### config.mk
export PLATFORM = sky130hd
export DESIGN_NAME = rrdfr_top
export DESIGN_NICKNAME = d
export VERILOG_FILES = /design/src/rrdfr_pkg.sv /design/src/rrdfr_tick.sv /design/src/rrdfr_scale.sv /design/src/rrdfr_top.sv
export VERILOG_INCLUDE_DIRS = /design/src
export SDC_FILE = /design/constraint.sdc
export NUM_CORES = 2
export LEC_CHECK = 0
export BUFFER_PORTS_ARGS = -buffer_cell sky130_fd_sc_hd__buf_2
export CORE_UTILIZATION = 50
export CTS_CLUSTER_DIAMETER = 30
export DETAILED_ROUTE_END_ITERATION = 8
export PLACE_DENSITY = 0.77
export SYNTH_ARGS = -nofsm -noshare
export SYNTH_HDL_FRONTEND = slang
export SYNTH_SLANG_ARGS = --single-unit
export TNS_END_PERCENT = 20
### constraint.sdc
create_clock -name clk -period 19.6 [get_ports clk]
set_input_delay 1.96 -clock clk [delete_from_list [all_inputs] [get_ports clk]]
set_output_delay 1.96 -clock clk [all_outputs]
set_load 0.03 [all_outputs]
### src/rrdfr_defines.svh
// Purpose: named constants of the relay remote data and fault record block
// Assumes: 50 MHz system clock
// Notes: definitions only
`ifndef RRDFR_DEFINES_SVH
`define RRDFR_DEFINES_SVH

`define RRDFR_CLK_MHZ      50
`define RRDFR_MS_US        1000
`define RRDFR_MS_CYCLES    (`RRDFR_CLK_MHZ * `RRDFR_MS_US)
`define RRDFR_SST_MS       5000

`define RRDFR_ADDR_RST     8'h01
`define RRDFR_ADDR_MIN     16'h0001
`define RRDFR_ADDR_MAX     16'h00fe
`define RRDFR_TIME_MAX     16'hea5f
`define RRDFR_PCT_MAX      16'h03e7
`define RRDFR_PCT_RST      10'h064
`define RRDFR_PCT_UNIT     16'h0064
`define RRDFR_PWD_RST      10'h001

`define RRDFR_V_FAULT_REC  8'h06
`define RRDFR_V_CLR_ERASE  8'h66
`define RRDFR_V_SRC_SEL    8'h96
`define RRDFR_V_PWD_OPEN   8'ha0
`define RRDFR_V_PWD_NEW    8'ha1
`define RRDFR_V_SS_TRIG    8'ha5
`define RRDFR_V_FAULT_CODE 8'ha9
`define RRDFR_V_BUS_ADDR   8'hc8
`define RRDFR_V_FW_VER     8'hcd

`define RRDFR_S_ACTIVE     8'h01
`define RRDFR_S_KNOB       8'h0b
`define RRDFR_S_PCT        8'h15
`define RRDFR_S_REMOTE     8'h1f

`define RRDFR_FC_NONE      8'h00
`define RRDFR_FC_TRIP      8'h04
`define RRDFR_FC_ROM       8'h1e
`define RRDFR_FC_RAM       8'h32
`define RRDFR_FC_LO_X1     8'hc3
`define RRDFR_FC_LO_X5     8'h83
`define RRDFR_FC_LO_X25    8'h43
`define RRDFR_FC_HI_X1     8'hcb
`define RRDFR_FC_HI_X5     8'h8b
`define RRDFR_FC_HI_X25    8'h4b
`define RRDFR_FC_DAC       8'hfd

`define RRDFR_ST_AUTORST   0
`define RRDFR_ST_OVF       1
`define RRDFR_FR_LO_LSB    0
`define RRDFR_FR_HI_LSB    4

`endif

### src/rrdfr_pkg.sv
// Purpose: types shared by the relay remote data and fault record block
// Assumes: requests arrive already deframed from the serial link
// Notes: none
package rrdfr_pkg;

	typedef enum logic [3:0] {
		RRDFR_K_VRD    = 4'h0,
		RRDFR_K_VWR    = 4'h1,
		RRDFR_K_SRD    = 4'h2,
		RRDFR_K_SWR    = 4'h3,
		RRDFR_K_EV_RD  = 4'h4,
		RRDFR_K_EV_RR  = 4'h5,
		RRDFR_K_ST_RD  = 4'h6,
		RRDFR_K_ST_WR  = 4'h7,
		RRDFR_K_TM_RD  = 4'h8,
		RRDFR_K_TM_WR  = 4'h9
	} rrdfr_kind_t;

	typedef enum logic {
		RRDFR_SS_IDLE   = 1'b0,
		RRDFR_SS_ACTIVE = 1'b1
	} rrdfr_ss_t;

	typedef struct packed {
		logic              valid;
		rrdfr_kind_t       kind;
		logic [7:0]        addr;
		logic [7:0]        item;
		logic [15:0]       wdata;
	} rrdfr_req_t;

	typedef struct packed {
		logic              valid;
		logic              err;
		logic [31:0]       data;
	} rrdfr_rsp_t;

	typedef struct packed {
		logic              valid;
		logic [3:0]        channel;
		logic [7:0]        code;
	} rrdfr_ev_t;

	typedef struct packed {
		logic [15:0]       time_ms;
		logic [3:0]        channel;
		logic [7:0]        code;
	} rrdfr_evrec_t;

	typedef struct packed {
		logic              valid;
		logic [2:0]        phases;
	} rrdfr_trip_t;

	typedef struct packed {
		logic              trip_path;
		logic              rom;
		logic              ram;
		logic [2:0]        ref_lo;
		logic [2:0]        ref_hi;
		logic              dac_silent;
	} rrdfr_diag_t;

endpackage : rrdfr_pkg

### src/rrdfr_tick.sv
// Purpose: one-cycle enable pulse every millisecond
// Assumes: single system clock
// Notes: count is a parameter so simulation can shorten it
`timescale 1ns/1ps
`default_nettype none
module rrdfr_tick #(
	parameter int unsigned CYCLES = 50000
) (
	// clock and reset
	input  wire logic clk,
	input  wire logic sys_rst,
	// enable out
	output logic      tick
);
	localparam int unsigned CW = $clog2(CYCLES);
	logic [CW-1:0] cnt;
	wire logic     wrap = (cnt == CW'(CYCLES - 1));

	always_ff @(posedge clk) begin
		if (sys_rst) begin
			cnt  <= '0;
			tick <= 1'b0;
		end else begin
			cnt  <= wrap ? '0 : cnt + 1'b1;
			tick <= wrap;
		end
	end
endmodule : rrdfr_tick
`default_nettype wire

### src/rrdfr_scale.sv
// Purpose: remote effective setting from knob value and percentage
// Assumes: percentage 0..999, at least ten bits wide
// Notes: combinational, constant divider
`timescale 1ns/1ps
`default_nettype none
`include "rrdfr_defines.svh"
module rrdfr_scale #(
	parameter int unsigned KW = 10,
	parameter int unsigned PW = 10
) (
	// operands
	input  wire logic [KW-1:0] knob,
	input  wire logic [PW-1:0] pct,
	// result
	output logic      [KW+3:0] eff
);
	localparam int unsigned MW = KW + PW;
	localparam logic [MW-1:0] UNIT = MW'(`RRDFR_PCT_UNIT);
	wire logic [MW-1:0] prod = MW'(knob) * MW'(pct);
	wire logic [MW-1:0] quo  = prod / UNIT;
	// 999 percent of the largest knob value still fits four extra bits
	assign eff = quo[KW+3:0];
endmodule : rrdfr_scale
`default_nettype wire

### src/rrdfr_top.sv
// Purpose: remote data, event register, settings and fault record of a relay module
// Assumes: requests come deframed on the same clock; buttons are raw pins
// Notes: one answer per accepted request, one cycle after it
`timescale 1ns/1ps
`default_nettype none
`include "rrdfr_defines.svh"

// Overview of operation
// - keep a read/write bus address limited to 1 through 254.
// - event read returns time, channel, code; each event delivered once.
// - event re-read repeats the last delivered event any number of times.
// - module state reads 0 normal, 1 auto reset, 2 overflow, 3 both.
// - writing 0 to module state clears it back to normal.
// - seconds-in-minute time in milliseconds, 0 to 59.999, readable and writable.
// - four command codes are reserved for event data exchange.
// - active settings come from knobs or remote values per source select.
// - remote percentages read/write; each scales its knob value.
// - percentage write needs opened password and source select equal to 0.
// - each percentage accepts 0 to 999 regardless of setting range.
// - trigger active with fault indicator lit inhibits all protection.
// - phase fault record is the sum of low-set and high-set phase codes.
// - weights: low L3 1, L2 2, L1 4; high L3 16, L2 32, L1 64.
// - each stage operation updates only its own part of the record.
// - a new value overwrites the previous part, no accumulation.
// - record cleared by both buttons pressed or clear-and-erase write of 1.
// - permanent internal fault lights the indicator and drives supervision relay.
// - fault codes 4 trip path, 30 program memory, 50 data memory.
// - reference too low: 195 at x1, 131 at x5, 67 at x25.
// - reference too high: 203 at x1, 139 at x5, 75 at x25.
// - no converter interrupts reports fault code 253.
module rrdfr_top
	import rrdfr_pkg::*;
#(
	parameter int unsigned N_SET      = 5,
	parameter int unsigned KW         = 10,
	parameter int unsigned PW         = 10,
	parameter int unsigned EV_DEPTH   = 8,
	parameter int unsigned MS_CYCLES  = `RRDFR_MS_CYCLES,
	parameter int unsigned SST_MS     = `RRDFR_SST_MS,
	parameter logic [7:0]  FW_VERSION = 8'h5a  // arbitrary value
) (
	// clock and reset
	input  wire logic                        clk,
	input  wire logic                        sys_rst,
	// serial bus requests and answers
	input  wire rrdfr_req_t                  req,
	output rrdfr_rsp_t                       rsp,
	// events and protection inputs
	input  wire rrdfr_ev_t                   ev_in,
	input  wire logic                        auto_reset_evt,
	input  wire rrdfr_trip_t                 trip_lo,
	input  wire rrdfr_trip_t                 trip_hi,
	input  wire rrdfr_diag_t                 diag,
	input  wire logic [N_SET-1:0][KW-1:0]    knob_set,
	// front panel pins
	input  wire logic                        step_btn_pin,
	input  wire logic                        reset_btn_pin,
	// settings out
	output logic      [N_SET-1:0][KW+3:0]    active_set,
	output logic      [N_SET-1:0][KW+3:0]    remote_eff,
	// supervision and record
	output logic                             irf_led,
	output logic                             ss_relay,
	output logic                             prot_inhibit,
	output logic      [7:0]                  fault_code,
	output logic      [7:0]                  phase_fault_record
);
	localparam int unsigned AW  = $clog2(EV_DEPTH);
	localparam int unsigned SCW = $clog2(SST_MS + 1);

	function automatic logic set_hit(input logic [7:0] item, input logic [7:0] base);
		set_hit = (item >= base) && (item < base + 8'(N_SET));
	endfunction : set_hit

	function automatic logic [2:0] set_idx(input logic [7:0] item, input logic [7:0] base);
		logic [7:0] d;
		d = item - base;
		set_idx = d[2:0];
	endfunction : set_idx

	function automatic logic [7:0] diag_code(input rrdfr_diag_t d);
		diag_code = d.trip_path  ? `RRDFR_FC_TRIP   :
			    d.rom        ? `RRDFR_FC_ROM    :
			    d.ram        ? `RRDFR_FC_RAM    :
			    d.ref_lo[0]  ? `RRDFR_FC_LO_X1  :
			    d.ref_lo[1]  ? `RRDFR_FC_LO_X5  :
			    d.ref_lo[2]  ? `RRDFR_FC_LO_X25 :
			    d.ref_hi[0]  ? `RRDFR_FC_HI_X1  :
			    d.ref_hi[1]  ? `RRDFR_FC_HI_X5  :
			    d.ref_hi[2]  ? `RRDFR_FC_HI_X25 :
			    d.dac_silent ? `RRDFR_FC_DAC    :
			    `RRDFR_FC_NONE;
	endfunction : diag_code

	// state
	logic [1:0]          step_sync;
	logic [1:0]          rst_sync;
	logic [7:0]          bus_addr;
	logic                src_sel;
	logic [9:0]          pwd;
	logic                pwd_open;
	logic [N_SET-1:0][PW-1:0] pct;
	logic [N_SET-1:0][KW+3:0] eff;
	logic [1:0]          mod_state;
	logic [15:0]         time_ms;
	rrdfr_ss_t           ss_state;
	logic [SCW-1:0]      ss_cnt;
	logic                fault_latched;
	rrdfr_evrec_t        ev_mem [EV_DEPTH];
	rrdfr_evrec_t        last_ev;
	logic [AW-1:0]       wr_ptr;
	logic [AW-1:0]       rd_ptr;
	logic [AW:0]         ev_cnt;
	logic                ms_tick;

	rrdfr_tick #(.CYCLES(MS_CYCLES)) u_tick (
		.clk     (clk),
		.sys_rst (sys_rst),
		.tick    (ms_tick)
	);

	// buttons are asynchronous pins
	always_ff @(posedge clk) begin
		if (sys_rst) begin
			step_sync <= 2'h0;
			rst_sync  <= 2'h0;
		end else begin
			step_sync <= {step_sync[0], step_btn_pin};
			rst_sync  <= {rst_sync[0], reset_btn_pin};
		end
	end
	wire logic btn_clear = step_sync[1] & rst_sync[1];

	// request decode
	wire logic req_mine = req.valid && (req.addr == bus_addr);
	wire logic v_wr     = req_mine && (req.kind == RRDFR_K_VWR);
	wire logic v_rd     = req_mine && (req.kind == RRDFR_K_VRD);
	wire logic s_wr     = req_mine && (req.kind == RRDFR_K_SWR);
	wire logic s_rd     = req_mine && (req.kind == RRDFR_K_SRD);
	wire logic ev_rd    = req_mine && (req.kind == RRDFR_K_EV_RD);
	wire logic ev_rr    = req_mine && (req.kind == RRDFR_K_EV_RR);
	wire logic st_rd    = req_mine && (req.kind == RRDFR_K_ST_RD);
	wire logic st_wr    = req_mine && (req.kind == RRDFR_K_ST_WR);
	wire logic tm_rd    = req_mine && (req.kind == RRDFR_K_TM_RD);
	wire logic tm_wr    = req_mine && (req.kind == RRDFR_K_TM_WR);
	wire logic kind_ok  = v_wr | v_rd | s_wr | s_rd | ev_rd | ev_rr | st_rd | st_wr
			      | tm_rd | tm_wr;
	wire logic [15:0] wd = req.wdata;
	wire logic pct_ok   = wd <= `RRDFR_PCT_MAX;

	wire logic addr_wr  = v_wr && (req.item == `RRDFR_V_BUS_ADDR)
			      && (wd >= `RRDFR_ADDR_MIN) && (wd <= `RRDFR_ADDR_MAX);
	wire logic src_wr   = v_wr && (req.item == `RRDFR_V_SRC_SEL) && (wd <= 16'h0001);
	wire logic popen_wr = v_wr && (req.item == `RRDFR_V_PWD_OPEN) && pct_ok;
	wire logic pnew_wr  = v_wr && (req.item == `RRDFR_V_PWD_NEW) && pct_ok && pwd_open;
	wire logic sst_wr   = v_wr && (req.item == `RRDFR_V_SS_TRIG) && (wd == 16'h0001);
	wire logic clr_wr   = v_wr && (req.item == `RRDFR_V_CLR_ERASE) && (wd == 16'h0001);
	wire logic pct_hit  = set_hit(req.item, `RRDFR_S_PCT);
	wire logic [2:0] pct_i = set_idx(req.item, `RRDFR_S_PCT);
	wire logic pct_wr   = s_wr && pct_hit && pwd_open && !src_sel && pct_ok;
	wire logic st_clr   = st_wr && (wd == 16'h0000);
	wire logic tm_ok    = tm_wr && (wd <= `RRDFR_TIME_MAX);
	wire logic wr_ok    = addr_wr | src_wr | popen_wr | pnew_wr | sst_wr | clr_wr
			      | pct_wr | st_clr | tm_ok;
	wire logic is_wr    = v_wr | s_wr | st_wr | tm_wr;

	// event register: a read pops, so each event leaves once
	wire logic ev_full  = (ev_cnt == (AW+1)'(EV_DEPTH));
	wire logic ev_empty = (ev_cnt == '0);
	wire logic ev_pop   = ev_rd && !ev_empty;
	wire logic ev_push  = ev_in.valid && (!ev_full || ev_pop);
	wire logic ev_ovf   = ev_in.valid && ev_full && !ev_pop;
	wire rrdfr_evrec_t ev_new  = '{time_ms: time_ms, channel: ev_in.channel, code: ev_in.code};
	wire rrdfr_evrec_t ev_head = ev_mem[rd_ptr];

	always_ff @(posedge clk) begin
		if (ev_push)
			ev_mem[wr_ptr] <= ev_new;
	end

	always_ff @(posedge clk) begin
		if (sys_rst) begin
			wr_ptr  <= '0;
			rd_ptr  <= '0;
			ev_cnt  <= '0;
			last_ev <= '0;
		end else begin
			wr_ptr <= ev_push ? AW'(wr_ptr + 1'b1) : wr_ptr;
			rd_ptr <= ev_pop ? AW'(rd_ptr + 1'b1) : rd_ptr;
			ev_cnt <= ev_cnt + (AW+1)'(ev_push) - (AW+1)'(ev_pop);
			if (ev_pop)
				last_ev <= ev_head;
		end
	end

	// state bits: a new condition in the clearing cycle is kept
	wire logic [1:0] st_set = {ev_ovf, auto_reset_evt};
	wire logic [1:0] next_mod_state = (st_clr ? 2'h0 : mod_state) | st_set;

	// time of minute
	wire logic [15:0] time_inc = (time_ms == `RRDFR_TIME_MAX) ? 16'h0000 : time_ms + 16'h0001;
	wire logic [15:0] next_time_ms = tm_ok ? wd : (ms_tick ? time_inc : time_ms);

	always_ff @(posedge clk) begin
		if (sys_rst) begin
			bus_addr  <= `RRDFR_ADDR_RST;
			src_sel   <= 1'b0;
			pwd       <= `RRDFR_PWD_RST;
			pwd_open  <= 1'b0;
			mod_state <= 2'h0;
			time_ms   <= 16'h0000;
		end else begin
			if (addr_wr)
				bus_addr <= wd[7:0];
			if (src_wr)
				src_sel <= wd[0];
			if (popen_wr && wd[9:0] == pwd)
				pwd_open <= 1'b1;
			else if (pnew_wr)
				pwd_open <= 1'b0;
			if (pnew_wr && wd != 16'h0000)
				pwd <= wd[9:0];
			mod_state <= next_mod_state;
			time_ms   <= next_time_ms;
		end
	end

	// remote percentages and the settings in use
	genvar gi;
	generate
		for (gi = 0; gi < N_SET; gi++) begin : g_set
			rrdfr_scale #(.KW(KW), .PW(PW)) u_scale (
				.knob (knob_set[gi]),
				.pct  (pct[gi]),
				.eff  (eff[gi])
			);
			always_ff @(posedge clk) begin
				if (sys_rst) begin
					pct[gi]        <= `RRDFR_PCT_RST;
					active_set[gi] <= '0;
					remote_eff[gi] <= '0;
				end else begin
					if (pct_wr && pct_i == 3'(gi))
						pct[gi] <= wd[PW-1:0];
					remote_eff[gi] <= eff[gi];
					active_set[gi] <= src_sel ? eff[gi] : (KW+4)'(knob_set[gi]);
				end
			end
		end
	endgenerate

	// self-supervision test trigger
	wire logic ss_done = ms_tick && (ss_cnt == SCW'(SST_MS - 1));
	wire logic [7:0] diag_now = diag_code(diag);
	wire logic ss_active = (ss_state == RRDFR_SS_ACTIVE);
	wire logic next_irf  = fault_latched | ss_active;

	always_ff @(posedge clk) begin
		if (sys_rst) begin
			ss_state <= RRDFR_SS_IDLE;
			ss_cnt   <= '0;
		end else begin
			case (ss_state)
				RRDFR_SS_IDLE: begin
					ss_cnt <= '0;
					if (sst_wr)
						ss_state <= RRDFR_SS_ACTIVE;
				end
				RRDFR_SS_ACTIVE: begin
					ss_cnt <= ms_tick ? SCW'(ss_cnt + 1'b1) : ss_cnt;
					if (ss_done)
						ss_state <= RRDFR_SS_IDLE;
				end
				default: ss_state <= RRDFR_SS_IDLE;
			endcase
		end
	end

	// a permanent fault holds until reset; the first code stays shown
	always_ff @(posedge clk) begin
		if (sys_rst) begin
			fault_latched <= 1'b0;
			fault_code    <= `RRDFR_FC_NONE;
			irf_led       <= 1'b0;
			ss_relay      <= 1'b0;
			prot_inhibit  <= 1'b0;
		end else begin
			if (!fault_latched && diag_now != `RRDFR_FC_NONE) begin
				fault_latched <= 1'b1;
				fault_code    <= diag_now;
			end
			irf_led      <= next_irf;
			ss_relay     <= next_irf;
			prot_inhibit <= ss_active && irf_led;
		end
	end

	// phase fault record: each stage rewrites its own part, trip wins over clear
	wire logic rec_clear = btn_clear | clr_wr;
	wire logic [2:0] next_rec_lo = trip_lo.valid ? trip_lo.phases :
		(rec_clear ? 3'h0 : phase_fault_record[`RRDFR_FR_LO_LSB +: 3]);
	wire logic [2:0] next_rec_hi = trip_hi.valid ? trip_hi.phases :
		(rec_clear ? 3'h0 : phase_fault_record[`RRDFR_FR_HI_LSB +: 3]);

	always_ff @(posedge clk) begin
		if (sys_rst)
			phase_fault_record <= 8'h00;
		else
			phase_fault_record <= {1'b0, next_rec_hi, 1'b0, next_rec_lo};
	end

	// read data selection
	wire logic [31:0] v_data =
		(req.item == `RRDFR_V_FAULT_REC)  ? {24'h0, phase_fault_record} :
		(req.item == `RRDFR_V_SRC_SEL)    ? {31'h0, src_sel} :
		(req.item == `RRDFR_V_FAULT_CODE) ? {24'h0, fault_code} :
		(req.item == `RRDFR_V_BUS_ADDR)   ? {24'h0, bus_addr} :
		(req.item == `RRDFR_V_FW_VER)     ? {24'h0, FW_VERSION} : 32'h0;
	wire logic v_known = (req.item == `RRDFR_V_FAULT_REC) | (req.item == `RRDFR_V_SRC_SEL)
		| (req.item == `RRDFR_V_FAULT_CODE) | (req.item == `RRDFR_V_BUS_ADDR)
		| (req.item == `RRDFR_V_FW_VER);
	wire logic act_hit = set_hit(req.item, `RRDFR_S_ACTIVE);
	wire logic knb_hit = set_hit(req.item, `RRDFR_S_KNOB);
	wire logic rem_hit = set_hit(req.item, `RRDFR_S_REMOTE);
	wire logic [31:0] s_data =
		act_hit ? 32'(active_set[set_idx(req.item, `RRDFR_S_ACTIVE)]) :
		knb_hit ? 32'(knob_set[set_idx(req.item, `RRDFR_S_KNOB)]) :
		pct_hit ? 32'(pct[pct_i]) :
		rem_hit ? 32'(remote_eff[set_idx(req.item, `RRDFR_S_REMOTE)]) : 32'h0;
	wire logic s_known = act_hit | knb_hit | pct_hit | rem_hit;
	wire logic [31:0] rd_data =
		v_rd  ? v_data :
		s_rd  ? s_data :
		ev_rd ? (ev_empty ? 32'h0 : 32'(ev_head)) :
		ev_rr ? 32'(last_ev) :
		st_rd ? {30'h0, mod_state} :
		tm_rd ? {16'h0, time_ms} : 32'h0;
	wire logic rd_bad = (v_rd && !v_known) || (s_rd && !s_known);

	always_ff @(posedge clk) begin
		if (sys_rst)
			rsp <= '0;
		else begin
			rsp.valid <= kind_ok;
			rsp.err   <= (is_wr && !wr_ok) || rd_bad;
			rsp.data  <= rd_data;
		end
	end
endmodule : rrdfr_top
`default_nettype wire

==> flow_summary.toml <==
[die]
die-area_mm2 = 0.115
die_w_um = 338
initial_core_util_pct = 50.4
coreArea_mm2 = 0.112
placement_rows = 123
die_h_um = 338
io_pins = 316

[grt]
global_route.peak_usage_layer = "met2"
number_of_global_route_vias_before_repair = 52400
grt_first_pass_wirelength_um = 304000
grt.overflow.total = 0
grtUsageTotal_pct = 33.6
gr-usage-met2_pct = 51.2
globalRouteMet3Util_pct = 12.3
globalRouteMet1Util_pct = 41.6
grt_antenna_before_repair = 35
largest_net_degree_at_the_start_of_global_routing = 108

[cells_and_area]
sequential_cell_area_mm2 = 0.0138
multiInputGateArea_mm2 = 0.0400
finish.net_count = 7358
flow.area_growth_from_synthesis_pct = 12.3
layout.cells.most_common = "nor2_1"
fillers = 9699
layout.cells.most_common_list = "nor2_1 (617), nand2_1 (612), a21oi_1 (375)"
drive_above_1_share_pct = 13.1

[sta]
final-hold-violation-count = 0
unrepaired_setup_endpoints_after_global_routing = "false"
clock.fmax_mhz = 55.9
report.final.slew_viol_count = 0
worstMarginPinSlew_ns = 1.40
final_min_period_over_clock_period_pct = 91.2
final_setup_violations = 0
final.setup_skew_ns = 0.0670
final_period_minus_worst_setup_slack_ns = 17.88
slew-limit-headroom_pct = 6.39
totalNegativeSetupSlack_ns = 0

[cts]
clkTransAtPathRegs_ns = 0.05
cts_hold_buf = 0
cts-htree-levels = 4
clock_tree_from_tritoncts = "built"
clockBufferDepth = 3
post-cts-setup-buffer-count = 0
postCtsResizedCells = 0
insertion_delay_ns = 0.79
cts_inserted_buffers = 132
cts_root_buf = "clkbuf_16"
cts_sinks = 575

[logic_synthesis]
yosys_most_used_dff = "dfxtp_1"
syn-instance-count = 6520
synth_edf_count = 224
synth.lib_cells_used.distinct = 135
syn_area_mm2 = 0.0566
synth.avg_cell_area_um2 = 8.68
async_flop_share_pct = 0
ys.warnings.count = 0
seq_area_frac_synth_pct = 24.3
synth-seq-cells = 575

[routing]
wirelength_um = 198000
post-route-drc-count = 0
route.detailed.wl_per_inst_um = 24.0
dr.pass1.iters = 9
antenna_left = 0
vias_post_dr = 55000
vias_per_cell = 6.67
drt-initial-drc-count = 6167

[worst_setup_path]
slowest_stage = "xnor2_1"
crit_path_end = "active_set[42]"
criticalPathCategory = "in -> reg"
worst_r2r_endpoint = "active_set[42]"
timing.rr.start = "pct[38]"
cp_common_cell = "fa_1"
crit_required_ns = 20.26
critPathArrivalTime_ns = 18.55
cp_max_fo = 16
number_of_cells_on_the_worst_reg_to_reg_path = 42
critical_path.startpoint_type = "input pin"
delay_of_the_slowest_cell_on_the_worst_path_ns = 0.95
timing.reg2reg.setup_slack_ns = 2.57
endpoint_kind = "flop"
crit_start = "knob_set[31]"

[placed_design]
globalplace.congestion = 1.02
place.detailed.hpwl_um = 147000
port_buffers = 309

[worst_hold_path]
timing.hold.worst.class = "reg -> reg"

[status]
outcome = "finished clean"

[job]
drv_cap = 0
[worst max-delay path: cells and delay by family]
family	cells	cell delay, ns
XOR/XNOR	2	1.73
buffers and inverters	2	0.39
multiplexers	4	1.20
adder cells (fa/ha/maj)	6	3.09
AO/OA/AOI/OAI	13	4.95
AND/OR/NAND/NOR	16	5.21
[stage by stage]
step | cells | hold slack (ns) | worst slack, ns | util [%] | area [um^2]
after floorplan | 6525 | 0.414 | 5.43 | - | 56600
after global placement | 7996 | 0.420 | 1.58 | 52.4 | 58900
final | 8253 | 0.444 | 1.72 | 56.6 | 63600
after detailed placement | 7996 | 0.446 | 1.53 | 52.4 | 58900
after CTS | 8238 | 0.437 | 2.20 | 56.5 | 63500
after global routing | 8242 | 0.453 | 0.698 | 56.5 | 63500
[flip-flops by register name (all words and copies together) (netlist names), 2 cells and up, named ones only]
| name | count |
|---|---|
| active_set | 70 |
| bus_addr | 8 |
| ev_cnt | 4 |
| ev_mem | 224 |
| fault_code | 8 |
| last_ev | 28 |
| mod_state | 2 |
| pct | 50 |
| phase_fault_record | 6 |
| pwd | 10 |
| rd_ptr | 3 |
| remote_eff | 70 |
| rsp | 30 |
| rst_sync | 2 |
| ss_cnt | 13 |
| step_sync | 2 |
| time_ms | 16 |
| u_tick.cnt | 16 |
| wr_ptr | 3 |
[kinds of logic after synthesis]
family                   synth area share [%]
other                                 0.00663
AO/OA/AOI/OAI                            21.6
XOR/XNOR                                 3.59
adder cells (fa/ha/maj)                  17.7
AND/OR/NAND/NOR                          21.2
buffers and inverters                    5.11
multiplexers                             6.43
flip-flops                               24.3
[metal layers]
layer,part of all wire (%),wire length [um],vias to the layer above
li1,-,-,24200
met1,37,73300,26600
met2,44,87200,3419
met3,13,26700,719
met4,5.5,11000,40
met5,0.13,259,-
[synthesized netlist by cell type (51+ instances only)]
library cell  count  area [um^2]
a21oi_1         375         1880
nor3_1          194          971
o21a_1           51          383
xor2_1           85          744
buf_2            51          255
o211ai_1         92          691
fa_1            311         6230
nand3_1         187          936
dfxtp_1         351         7030
nand2_1         613         2300
mux4_2          104         2340
o21ai_0         182          911
xnor2_1         147         1290
and3_1           71          444
nor2_1          619         2320
nand4_1          59          369
o22ai_1          54          338
ha_1            294         3680
edfxtp_1        224         6730
inv_1           337         1260
a211oi_1        134         1010
a21o_1           65          488
clkbuf_1        298         1120
and2_1          366         2290
mux2i_1          98          981
a31oi_1          81          507
[final cells by class]
cell class	instances	share of cell area, %
multi-input combinational	5221	63.0
sequential	575	21.7
clock buffer	167	5.74
timing repair buffer	362	3.08
tap	1500	2.95
inverter	338	2.00
clock inverter	75	1.53
antenna	15	0.0591
[how the worst min path moves through the flow]
stage	endpoint	slack, ns	depth (start not counted)	start
CTS	step_sync[1]	0.44	1	step_sync[0]
detailed placement	step_sync[1]	0.45	1	step_sync[0]
finish	step_sync[1]	0.44	1	step_sync[0]
global placement	rst_sync[1]	0.42	1	rst_sync[0]
floorplan	rst_sync[1]	0.41	1	rst_sync[0]
global route	step_sync[1]	0.45	1	step_sync[0]
Power is not shown: default switching activity piles up to over one toggle a cycle in this logic, so the estimate is an artifact.
